### src/wdrl_pkg.sv
// package: register map, reset values and timing for the watchdog reload block
package wdrl_pkg;
	// register indices; the apb byte address is the index times four
	localparam logic [11:0] idx_reload_upper    = 12'hff1;
	localparam logic [11:0] idx_reload_high     = 12'hff2;
	localparam logic [11:0] idx_reload_low      = 12'hff3;
	localparam logic [11:0] idx_cal_low         = 12'h07f;
	localparam logic [11:0] idx_cal_high        = 12'h07e;
	localparam logic [11:0] idx_control         = 12'hff0;
	localparam logic [11:0] idx_status          = 12'hff4;
	localparam logic [11:0] idx_mask            = 12'hff5;
	localparam logic [13:0] addr_reload_upper   = {idx_reload_upper, 2'b00};
	localparam logic [13:0] addr_reload_high    = {idx_reload_high, 2'b00};
	localparam logic [13:0] addr_reload_low     = {idx_reload_low, 2'b00};
	localparam logic [13:0] addr_cal_low        = {idx_cal_low, 2'b00};
	localparam logic [13:0] addr_cal_high       = {idx_cal_high, 2'b00};
	localparam logic [13:0] addr_control        = {idx_control, 2'b00};
	localparam logic [13:0] addr_status         = {idx_status, 2'b00};
	localparam logic [13:0] addr_mask           = {idx_mask, 2'b00};
	// reset values
	localparam logic [7:0]  rst_reload_upper    = 8'h00;
	localparam logic [7:0]  rst_reload_high     = 8'h04;
	localparam logic [7:0]  rst_reload_low      = 8'h00;
	localparam logic [23:0] count_max           = 24'hffffff;
	localparam logic [23:0] count_zero          = 24'h000000;
	localparam logic [23:0] reload_min          = 24'h000004;
	// control bit positions
	localparam int          ctl_enable_bit      = 0;
	localparam int          ctl_response_bit    = 1;
	localparam int          ctl_refresh_bit     = 2;
	// status bit positions
	localparam int          st_timeout_bit      = 0;
	localparam int          st_reset_bit        = 1;
	// tick divider: count once per this many pclk cycles
	localparam logic [7:0]  tick_div            = 8'h04;
	// counter states
	typedef enum logic [1:0] {
		wdrl_idle_type_s = 2'b00,
		wdrl_run_s       = 2'b01,
		wdrl_roll_s      = 2'b10
	} wdrl_state_type;
endpackage

### src/wdrl_top.sv
// file: watchdog reload registers, down-counter and apb slave
// Function
// - The three reload bytes form one 24-bit reload value copied into the counter on each refresh while enabled.
// - Writing a reload byte stores it; reading it returns the matching byte of the live count.
// - The upper reload byte holds bits 23..16, resets to zero and sits at index ff1.
// - The high reload byte holds bits 15..8, resets to 04 and sits at index ff2.
// - The calibration low byte sits at index 07f, is 8 bits and survives every reset.
// - The counter counts down, reloads on refresh and then resumes counting.
// - Reaching zero raises an interrupt (irq only with its mask bit set) or a reset, chosen by the response select bit.
// - After an interrupt time-out the counter rolls to its maximum and keeps counting.
`timescale 1ns/10ps
`default_nettype none
module wdrl_top (
	input  wire logic        pclk,
	input  wire logic        presetn,
	input  wire logic        psel,
	input  wire logic        penable,
	input  wire logic        pwrite,
	input  wire logic [13:0] paddr,
	input  wire logic [31:0] pwdata,
	input  wire logic [3:0]  pstrb,
	output logic [31:0]      prdata,
	output logic             pready,
	output logic             pslverr,
	output logic             irq,
	output logic             reset_request
);
	// ****************************************
	// storage
	// ****************************************
	logic [7:0]  reload_upper_byte;
	logic [7:0]  reload_high_byte;
	logic [7:0]  reload_low_byte;
	logic [7:0]  calibration_low_byte;
	logic [7:0]  calibration_high_byte;
	logic        enable;
	logic        timeout_response_select;
	logic [1:0]  status;
	logic [1:0]  mask;
	logic [23:0] count;
	logic        tick;
	logic        refresh;
	logic        timeout;
	logic        setup;
	logic        wr;
	logic        rd;
	logic [23:0] reload_value;
	wdrl_pkg::wdrl_state_type state;

	// one-cycle access phase; pready rises one cycle after setup
	assign setup        = psel && !penable;
	assign wr           = psel && penable && pready && pwrite;
	assign rd           = setup && !pwrite;
	assign reload_value = {reload_upper_byte, reload_high_byte, reload_low_byte};
	assign refresh      = wr && (paddr == wdrl_pkg::addr_control) && pstrb[0]
		&& pwdata[wdrl_pkg::ctl_refresh_bit];
	assign timeout      = (state == wdrl_pkg::wdrl_run_s) && enable && !refresh && tick && (count == 24'h000001);

	function automatic logic hit(input logic [13:0] a, input logic [13:0] b);
		hit = (a == b);
	endfunction

	wdrl_tick i_wdrl_tick (
		.pclk    (pclk),
		.presetn (presetn),
		.tick    (tick)
	);

	// ****************************************
	// apb handshake
	// ****************************************
	// ready pulses in the access cycle; no wait states
	always_ff @(posedge pclk or negedge presetn) begin
		if (!presetn) begin
			pready  <= 1'b0;
			pslverr <= 1'b0;
		end else begin
			pready  <= setup;
			pslverr <= setup && !(hit(paddr, wdrl_pkg::addr_reload_upper)
				|| hit(paddr, wdrl_pkg::addr_reload_high) || hit(paddr, wdrl_pkg::addr_reload_low)
				|| hit(paddr, wdrl_pkg::addr_cal_low) || hit(paddr, wdrl_pkg::addr_cal_high)
				|| hit(paddr, wdrl_pkg::addr_control) || hit(paddr, wdrl_pkg::addr_status)
				|| hit(paddr, wdrl_pkg::addr_mask));
		end
	end

	// ****************************************
	// reload bytes
	// ****************************************
	// byte writes with documented resets
	always_ff @(posedge pclk or negedge presetn) begin
		if (!presetn) begin
			reload_upper_byte <= wdrl_pkg::rst_reload_upper;
			reload_high_byte  <= wdrl_pkg::rst_reload_high;
			reload_low_byte   <= wdrl_pkg::rst_reload_low;
		end else if (wr && pstrb[0]) begin
			// writes store the reload byte only
			if (hit(paddr, wdrl_pkg::addr_reload_upper)) begin
				reload_upper_byte <= pwdata[7:0];
			end
			if (hit(paddr, wdrl_pkg::addr_reload_high)) begin
				reload_high_byte <= pwdata[7:0];
			end
			if (hit(paddr, wdrl_pkg::addr_reload_low)) begin
				reload_low_byte <= pwdata[7:0];
			end
		end
	end

	// calibration bytes: no reset term, so they keep contents through reset
	always_ff @(posedge pclk) begin
		if (wr && pstrb[0] && hit(paddr, wdrl_pkg::addr_cal_low)) begin
			calibration_low_byte <= pwdata[7:0];
		end
		if (wr && pstrb[0] && hit(paddr, wdrl_pkg::addr_cal_high)) begin
			calibration_high_byte <= pwdata[7:0];
		end
	end

	// ****************************************
	// control, mask, status
	// ****************************************
	always_ff @(posedge pclk or negedge presetn) begin
		if (!presetn) begin
			enable                  <= 1'b0;
			timeout_response_select <= 1'b0;
			mask                    <= 2'b00;
		end else if (wr && pstrb[0]) begin
			if (hit(paddr, wdrl_pkg::addr_control)) begin
				enable                  <= pwdata[wdrl_pkg::ctl_enable_bit];
				timeout_response_select <= pwdata[wdrl_pkg::ctl_response_bit];
			end
			if (hit(paddr, wdrl_pkg::addr_mask)) begin
				mask <= pwdata[1:0];
			end
		end
	end

	// sticky events; a set in the clearing cycle wins
	always_ff @(posedge pclk or negedge presetn) begin
		if (!presetn) begin
			status <= 2'b00;
		end else begin
			status <= (status & ~((wr && pstrb[0] && hit(paddr, wdrl_pkg::addr_status)) ? pwdata[1:0] : 2'b00))
				| {timeout && timeout_response_select, timeout && !timeout_response_select};
		end
	end

	// interrupt path through mask, reset path as a level request
	always_ff @(posedge pclk or negedge presetn) begin
		if (!presetn) begin
			irq           <= 1'b0;
			reset_request <= 1'b0;
		end else begin
			irq           <= |(status & mask);
			reset_request <= status[wdrl_pkg::st_reset_bit];
		end
	end

	// ****************************************
	// down-counter
	// ****************************************
	always_ff @(posedge pclk or negedge presetn) begin
		if (!presetn) begin
			state <= wdrl_pkg::wdrl_idle_type_s;
			count <= {wdrl_pkg::rst_reload_upper, wdrl_pkg::rst_reload_high, wdrl_pkg::rst_reload_low};
		end else begin
			case (state)
				wdrl_pkg::wdrl_idle_type_s: begin
					// first enable loads the reload value
					if (enable) begin
						count <= reload_value;
						state <= wdrl_pkg::wdrl_run_s;
					end
				end
				wdrl_pkg::wdrl_run_s: begin
					if (refresh) begin
						count <= reload_value;
					end else if (!enable) begin
						state <= wdrl_pkg::wdrl_idle_type_s;
					end else if (timeout && timeout_response_select) begin
						count <= wdrl_pkg::count_zero;
						state <= wdrl_pkg::wdrl_roll_s;
					end else if (timeout) begin
						// roll to max, no automatic reload
						count <= wdrl_pkg::count_max;
					end else if (tick) begin
						count <= count - 24'h000001;
					end
				end
				wdrl_pkg::wdrl_roll_s: begin
					// reset response: hold at zero until refresh or disable
					if (refresh) begin
						count <= reload_value;
						state <= wdrl_pkg::wdrl_run_s;
					end else if (!enable) begin
						state <= wdrl_pkg::wdrl_idle_type_s;
					end
				end
				default: begin
					state <= wdrl_pkg::wdrl_idle_type_s;
				end
			endcase
		end
	end

	// ****************************************
	// read data
	// ****************************************
	// reload addresses return live count bytes
	always_ff @(posedge pclk or negedge presetn) begin
		if (!presetn) begin
			prdata <= 32'h00000000;
		end else if (rd) begin
			prdata <= 32'h00000000;
			if (hit(paddr, wdrl_pkg::addr_reload_upper)) prdata[7:0] <= count[23:16];
			if (hit(paddr, wdrl_pkg::addr_reload_high))  prdata[7:0] <= count[15:8];
			if (hit(paddr, wdrl_pkg::addr_reload_low))   prdata[7:0] <= count[7:0];
			if (hit(paddr, wdrl_pkg::addr_cal_low))      prdata[7:0] <= calibration_low_byte;
			if (hit(paddr, wdrl_pkg::addr_cal_high))     prdata[7:0] <= calibration_high_byte;
			if (hit(paddr, wdrl_pkg::addr_control))      prdata[1:0] <= {timeout_response_select, enable};
			if (hit(paddr, wdrl_pkg::addr_status))       prdata[1:0] <= status;
			if (hit(paddr, wdrl_pkg::addr_mask))         prdata[1:0] <= mask;
		end
	end
endmodule
`default_nettype wire

### src/wdrl_tick.sv
// file: prescaler producing the watchdog count tick
`timescale 1ns/10ps
`default_nettype none
module wdrl_tick (
	input  wire logic pclk,
	input  wire logic presetn,
	output logic      tick
);
	logic [7:0] div_cnt;

	// free running divider; one pulse per period
	always_ff @(posedge pclk or negedge presetn) begin
		if (!presetn) begin
			div_cnt <= 8'h00;
			tick    <= 1'b0;
		end else if (div_cnt == wdrl_pkg::tick_div - 8'h01) begin
			div_cnt <= 8'h00;
			tick    <= 1'b1;
		end else begin
			div_cnt <= div_cnt + 8'h01;
			tick    <= 1'b0;
		end
	end
endmodule
`default_nettype wire

### config.mk
export PLATFORM = sky130hd
export DESIGN_NAME = wdrl_top
export DESIGN_NICKNAME = d
export VERILOG_FILES = /design/src/wdrl_pkg.sv /design/src/wdrl_top.sv /design/src/wdrl_tick.sv
export SDC_FILE = /design/constraint.sdc
export NUM_CORES = 1
export LEC_CHECK = 0
export ABC_AREA = 1
export BUFFER_PORTS_ARGS = -buffer_cell sky130_fd_sc_hd__buf_2
export CAP_MARGIN = 20
export CORE_UTILIZATION = 48
export DETAILED_ROUTE_END_ITERATION = 16
export PLACE_DENSITY = 0.7
export REMOVE_ABC_BUFFERS = 1
export SETUP_SLACK_MARGIN = 0.1
export SYNTH_ARGS = -nofsm -noshare
export SYNTH_HDL_FRONTEND = slang
export SYNTH_SLANG_ARGS = --single-unit
### constraint.sdc
create_clock -name pclk -period 2 [get_ports pclk]
set_input_delay 0.5 -clock pclk [delete_from_list [all_inputs] [get_ports pclk]]
set_output_delay 0.5 -clock pclk [all_outputs]
set_load 0.01 [all_outputs]
* Word-level counts from Yosys, hierarchy flattened *
Index checks and enable logic that the tools add are counted.

operators by class
  bitwise logic cells = 4
  multiply operators = 0
  eq/ne operators = 19
  add/subtract/negate cells = 2
  reductions and logical operators = 41
  magnitude comparators = 0
  multiplexer cells = 26
  divide/modulo/power cells = 0
  shifts and indexed selects = 0

operators with widths
  operator                                               count
  two-way mux 24 bit                                     7
  equality test 14 bit (second input constant)           6
  case mux 24 bit (3 select lines)                       1
  two-way mux 8 bit                                      6
  equality test 14 x 9 -> 1 bit (second input constant)  2
  equality test 24 x 1 -> 1 bit (second input constant)  1
  subtractor 24 x 1 -> 24 bit (second input constant)    1
  two-way mux 2 bit                                      10
  logical AND 1 bit                                      19
  AND reduction 2 bit                                    5
  adder 8 x 1 -> 8 bit (second input constant)           1
  equality test 8 x 2 -> 1 bit (second input constant)   1
  logical OR 1 bit                                       7
  != test 2 bit (second input constant)                  3
  != test 3 bit (second input constant)                  2
  case mux 2 bit (3 select lines)                        1
  zero test 1 bit                                        5
  != test 5 x 3 -> 1 bit (second input constant)         1
  AND reduction 5 bit                                    1
  bitwise AND 2 bit                                      2
  AND reduction 4 bit                                    1
  != test 3 x 2 -> 1 bit (second input constant)         1
  nonzero test 3 bit                                     1
  equality test 2 x 1 -> 1 bit (second input constant)   1
  other kinds (6)                                        6

storage, ports and cells
  bits in latches = 0
  output and inout port bits = 36
  bits of input ports = 55
  bits in read-only memories = 0
  memories kept = 0
  flip-flop bits (word level) = 93
  word-level logic and storage cells = 110
  RAM bits = 0

* Logic depth before layout (Yosys ltp) *
  depth in word-level cells = 15
  depth in mapped cells = 13
  mapped depth without buffers = 13

* Hierarchy *
From an unflattened synthesis, not the netlist that was laid out.

unflattened totals
  cells, all modules = 732
  area, all modules = 5520.3 um^2

by module, submodules not included
  module     cells each  area an instance (um^2)  instances
  wdrl_top   681         5106.1                   1
  wdrl_tick  51          414.1                    1

* Least setup slack after synthesis *
Ideal clock, no wire load.

  path kind = input to register
  start point = input paddr[10]
  end point = register calibration_high_byte[0] (enable)
  cell stages on the path = 7
  data arrival time = 1423 ps
  slack = 207 ps
  cells stage by stage = nor2_1 nand2_1 nor2_1 inv_1 nor2_1 nand2_1 nor2_1

between the ends
  cells in the longest elaborated chain, start to end = 2

RTL lines
  element                        line             RTL
  from (decl)                    wdrl_top.sv:19   input wire logic [13:0] paddr,
  equality test 14 x 9 -> 1 bit  wdrl_top.sv:60   hit = (a == b);
  logical AND 1 bit              wdrl_top.sv:115  if (wr && pstrb[0] && hit(paddr, wdrl_pkg::addr_cal_high)) begin
  to (signal assigned)           wdrl_top.sv:116  calibration_high_byte <= pwdata[7:0];
  to (decl)                      wdrl_top.sv:35   logic [7:0] calibration_high_byte;

Every way passes these cells.
A chain may end at the register's enable or synchronous reset.

* Worst setup path in the final report *
  start point = register count[14]
  end point = register count[23]

between the ends
  cells in the longest elaborated chain, start to end = 7

RTL lines
  element                                                                              line                              RTL
  from (decl)                                                                          wdrl_top.sv:40                    logic [23:0] count;
  from (signal assigned)                                                               wdrl_top.sv:166                   count <= {wdrl_pkg::rst_reload_upper, wdrl_pkg::rst_reload_high, wdrl_pkg::rst_reload_low};
  from (signal assigned)                                                               wdrl_top.sv:172                   count <= reload_value;
  from (signal assigned)                                                               wdrl_top.sv:178                   count <= reload_value;
  subtractor 24 x 1 -> 24 bit / equality test 24 x 1 -> 1 bit (equally long branches)  wdrl_top.sv:188, wdrl_top.sv:57
  two-way mux 24 bit / logical AND 1 bit (equally long branches)                       wdrl_top.sv:187, wdrl_top.sv:57
  two-way mux 24 bit / logical AND 1 bit (equally long branches)                       wdrl_top.sv:184, wdrl_top.sv:181
  two-way mux 24 bit                                                                   wdrl_top.sv:181                   end else if (timeout && timeout_response_select) begin
  two-way mux 24 bit                                                                   wdrl_top.sv:179                   end else if (!enable) begin
  two-way mux 24 bit                                                                   wdrl_top.sv:177                   if (refresh) begin
  case mux 24 bit (3 select lines)                                                     wdrl_top.sv:168                   case (state)

Several ways; a longest one is shown, not always the timed one. The select of a mux whose other input is x is not followed.

==> results.py <==
metrics = {
    "power": {
        "p_switching_uw": 843,
        "p_int_uw": 2650,
        "swShare": 0.241,
        "leakagePower_uw": 0.00327,
        "combinationalPowerShare": 0.056,
        "power.density_nw_per_um2": 546,
        "ir_drop_uv": 556,
        "clockPowerShare": 0.392,
        "p_seq_frac": 0.552,
    },
    "grt": {
        "grt_pass1_wl_um": 23800,
        "grt.overflow.total": 0,
        "grt_max_degree": 49,
        "antenna_found_initial": 0,
        "grt_use_total": 0.276,
        "grt_pass1_vias": 4696,
    },
    "worst_hold_path": {
        "hp-class": "primary input to async pin",
    },
    "floorplanning": {
        "core_um2": 10800,
        "io_pins": 91,
        "start_util": 0.491,
        "row_count": 38,
        "dieHeight_um": 107,
        "fp.dieW_um": 107,
        "dieArea_um2": 11500,
    },
    "place": {
        "port_buffers": 39,
        "dp.cells": 946,
        "place.gp.congestion": 0.947,
        "dp_hpwl_um": 11400,
    },
    "cells_and_area": {
        "fillers": 1011,
        "synthToLayoutAreaGrowth_pct": 20.3,
        "drive_above_1_share": 0.211,
        "diodes": 0,
        "final_cells": 966,
        "layout.nets": 879,
    },
    "timing": {
        "drv_slew": 0,
        "slew_headroom": 0.651,
        "min_period_ns": 1.80,
        "hold_ws_ns": 0.0405,
        "setup_viol": 0,
        "period_share": 0.901,
        "worst_clock_skew_ns": 0.0110,
        "fmax_mhz": 555,
        "hold_viol_final": 0,
        "rsz0062_at_grt": "no",
        "worstMarginPinSlew_ns": 0.519,
    },
    "clock_network": {
        "clock-sinks": 93,
        "insertion_delay_ns": 0.38,
        "cts_root_buf": "clkbuf_8",
        "clockBufferDepth": 2,
        "ctsHtreeMaxLevel": 3,
        "cts_tree": "built",
        "clk_pin_slew_ns": 0.09,
        "cts.hold.buffers_added": 0,
        "numCtsBuffers": 9,
    },
    "synth": {
        "syn_avg_cell_area_um2": 7.43,
        "synthCells": 716,
        "synthArstFlopShare": 0.828,
        "synth_most_common_cell": "nand2_1",
        "yosys.area.top_type": "dfrtp_1",
        "synth_edf_count": 16,
        "synthTopCellsByArea": "dfrtp_1 (35%), nand2_1 (17%), edfxtp_1 (9.0%), nor2_1 (6.1%), nand3_1 (4.8%)",
        "yosysSeqAreaShare": 0.453,
        "syn_area_um2": 5320,
        "yosysWarnings": 0,
        "yosys.area.top_type_share": 0.353,
        "yosys-top-cells-count": "nand2_1 (246), nor2_1 (87), dfrtp_1 (75), inv_1 (63), nand3_1 (51)",
        "ys_ff_latch": 93,
        "ys_types": 39,
        "dominantRegCellSynth": "dfrtp_1",
    },
    "critical_path": {
        "reg2reg_to": "count[23]",
        "cp_max_fo": 13,
        "cp_data_required_time_ns": 2.31,
        "r2r-start": "count[14]",
        "end_kind": "register",
        "r2r_slack_ns": 0.20,
        "start_kind": "register",
        "criticalPathCategory": "register to register",
        "cp.arrival_ns": 2.12,
        "reg2regPathDepth": 12,
    },
    "drt": {
        "via_per_inst": 5.11,
        "drt_iter0_drc": 359,
        "antenna_left": 0,
        "firstDrtPassIters": 5,
        "routed_wl_um": 14700,
        "drc": 0,
        "detail_route.wl_per_cell_um": 15.2,
        "vias": 4940,
    },
    "run": {
        "drv_cap": 0,
    },
    "status": {
        "outcome": "completed",
    },
}
==> placed cells by master, fill, tap and decap left out, types with 3 or more instances in the layout <==
cell      count
nand2_1     240
nor2_1       78
dfrtp_1      73
buf_4        66
inv_1        62
nand3_1      49
o21ai_0      40
buf_2        38
conb_1       24
xor2_1       16
edfxtp_1     16
nor2_2       13
nand4_1      11
nand2_2      10
nor3_1        9
clkbuf_8      9
a21oi_1       8
nor2_4        7
buf_12        5
or2_2         4
o22ai_1       4
o21ai_1       4
inv_2         3
nand3_2       3
xnor2_1       3
==> flip-flops by register name (all words and copies together) (netlist names) <==
| name | flops |
|---|---|
| calibration_high_byte | 8 |
| calibration_low_byte | 8 |
| count | 24 |
| enable | 1 |
| i_wdrl_tick.div_cnt | 8 |
| i_wdrl_tick.tick | 1 |
| irq | 1 |
| mask | 2 |
| prdata | 8 |
| pready | 1 |
| pslverr | 1 |
| reload_high_byte | 8 |
| reload_low_byte | 8 |
| reload_upper_byte | 8 |
| reset_request | 1 |
| state | 2 |
| status | 2 |
| timeout_response_select | 1 |
==> what timing repair did <==
item	CTS	global route
buffers inserted	0	4
resized for setup	1	28
cloned	0	0
pin swaps	0	6
endpoints found under the setup margin	21	25
==> final cells by class <==
| cell class | count | area [µm²] | area share |
|---|---|---|---|
| clock inverters | 4 | 55.1 | 0.00860 |
| repair buffers | 110 | 797 | 0.125 |
| multi-input cells | 541 | 2550 | 0.399 |
| inverters | 66 | 250 | 0.0391 |
| well taps | 140 | 175 | 0.0274 |
| clock buffers | 12 | 156 | 0.0244 |
| flip-flops and latches | 93 | 2410 | 0.377 |
==> power by group through the flow <==
stage / combinational, µW / sequential [µW] / clock, µW
after floorplan: 71.1 / 1970 / 0
after global placement: 187 / 1970 / 0
after detailed placement: 192 / 1970 / 0
after CTS: 192 / 1930 / 1400
after global routing: 220 / 1930 / 1470
final: 195 / 1930 / 1370
==> worst max-delay path, stage by stage, from the launching register on <==
cell and delay (ns):
dfrtp_1 0.45, nor2_4 0.16, nand2_1 0.09, nor2_2 0.14, nand3_2 0.11, nor2_4 0.16, nand3b_1 0.13, nand2_1 0.08
inv_1 0.06, buf_12 0.14, o21ai_0 0.08, nand2_1 0.07, nand2_1 0.06
==> kinds of logic after synthesis <==
family / count (synthesis) / synth area share
AND/OR/NAND/NOR: 435 / 0.351
buffers and inverters: 105 / 0.0976
flip-flops: 93 / 0.453
AO/OA/AOI/OAI: 60 / 0.0597
XOR/XNOR: 19 / 0.0313
adder cells (fa/ha/maj): 3 / 0.00705
other: 1 / 0.000705
==> routing by layer <==
metal  part of all wire  GRT usage  vias up
met5                  0          0        -
met4              0.020      0.101        0
met3              0.077     0.0666       21
met2               0.46      0.435      165
met1               0.44      0.368     2325
li1                   -          -     2429
==> metrics by stage <==
stage                     utilization  setup slack, ns  setup TNS, ns  total power [µW]  cell area, µm²
final                           0.590            0.199              0              3500            6400
after floorplan                     -           -0.301          -4.17              2040            5140
after detailed placement        0.560          -0.0675         -0.641              2160            6080
after CTS                       0.580            0.103              0              3520            6290
after global routing            0.590           0.0852              0              3620            6400
after global placement          0.560          -0.0477         -0.389              2160            6080
==> how the worst max path moves through the flow <==
stage	endpoint	slack, ns	depth (start not counted)	start
floorplan	count[0]	-0.30	12	paddr[7]
global placement	count[16]	-0.05	13	paddr[7]
detailed placement	count[0]	-0.07	13	paddr[7]
CTS	count[8]	0.10	12	state[1]
global route	count[23]	0.09	12	count[8]
finish	count[23]	0.20	12	count[14]
Note: power is estimated with default switching activity, not from simulation.
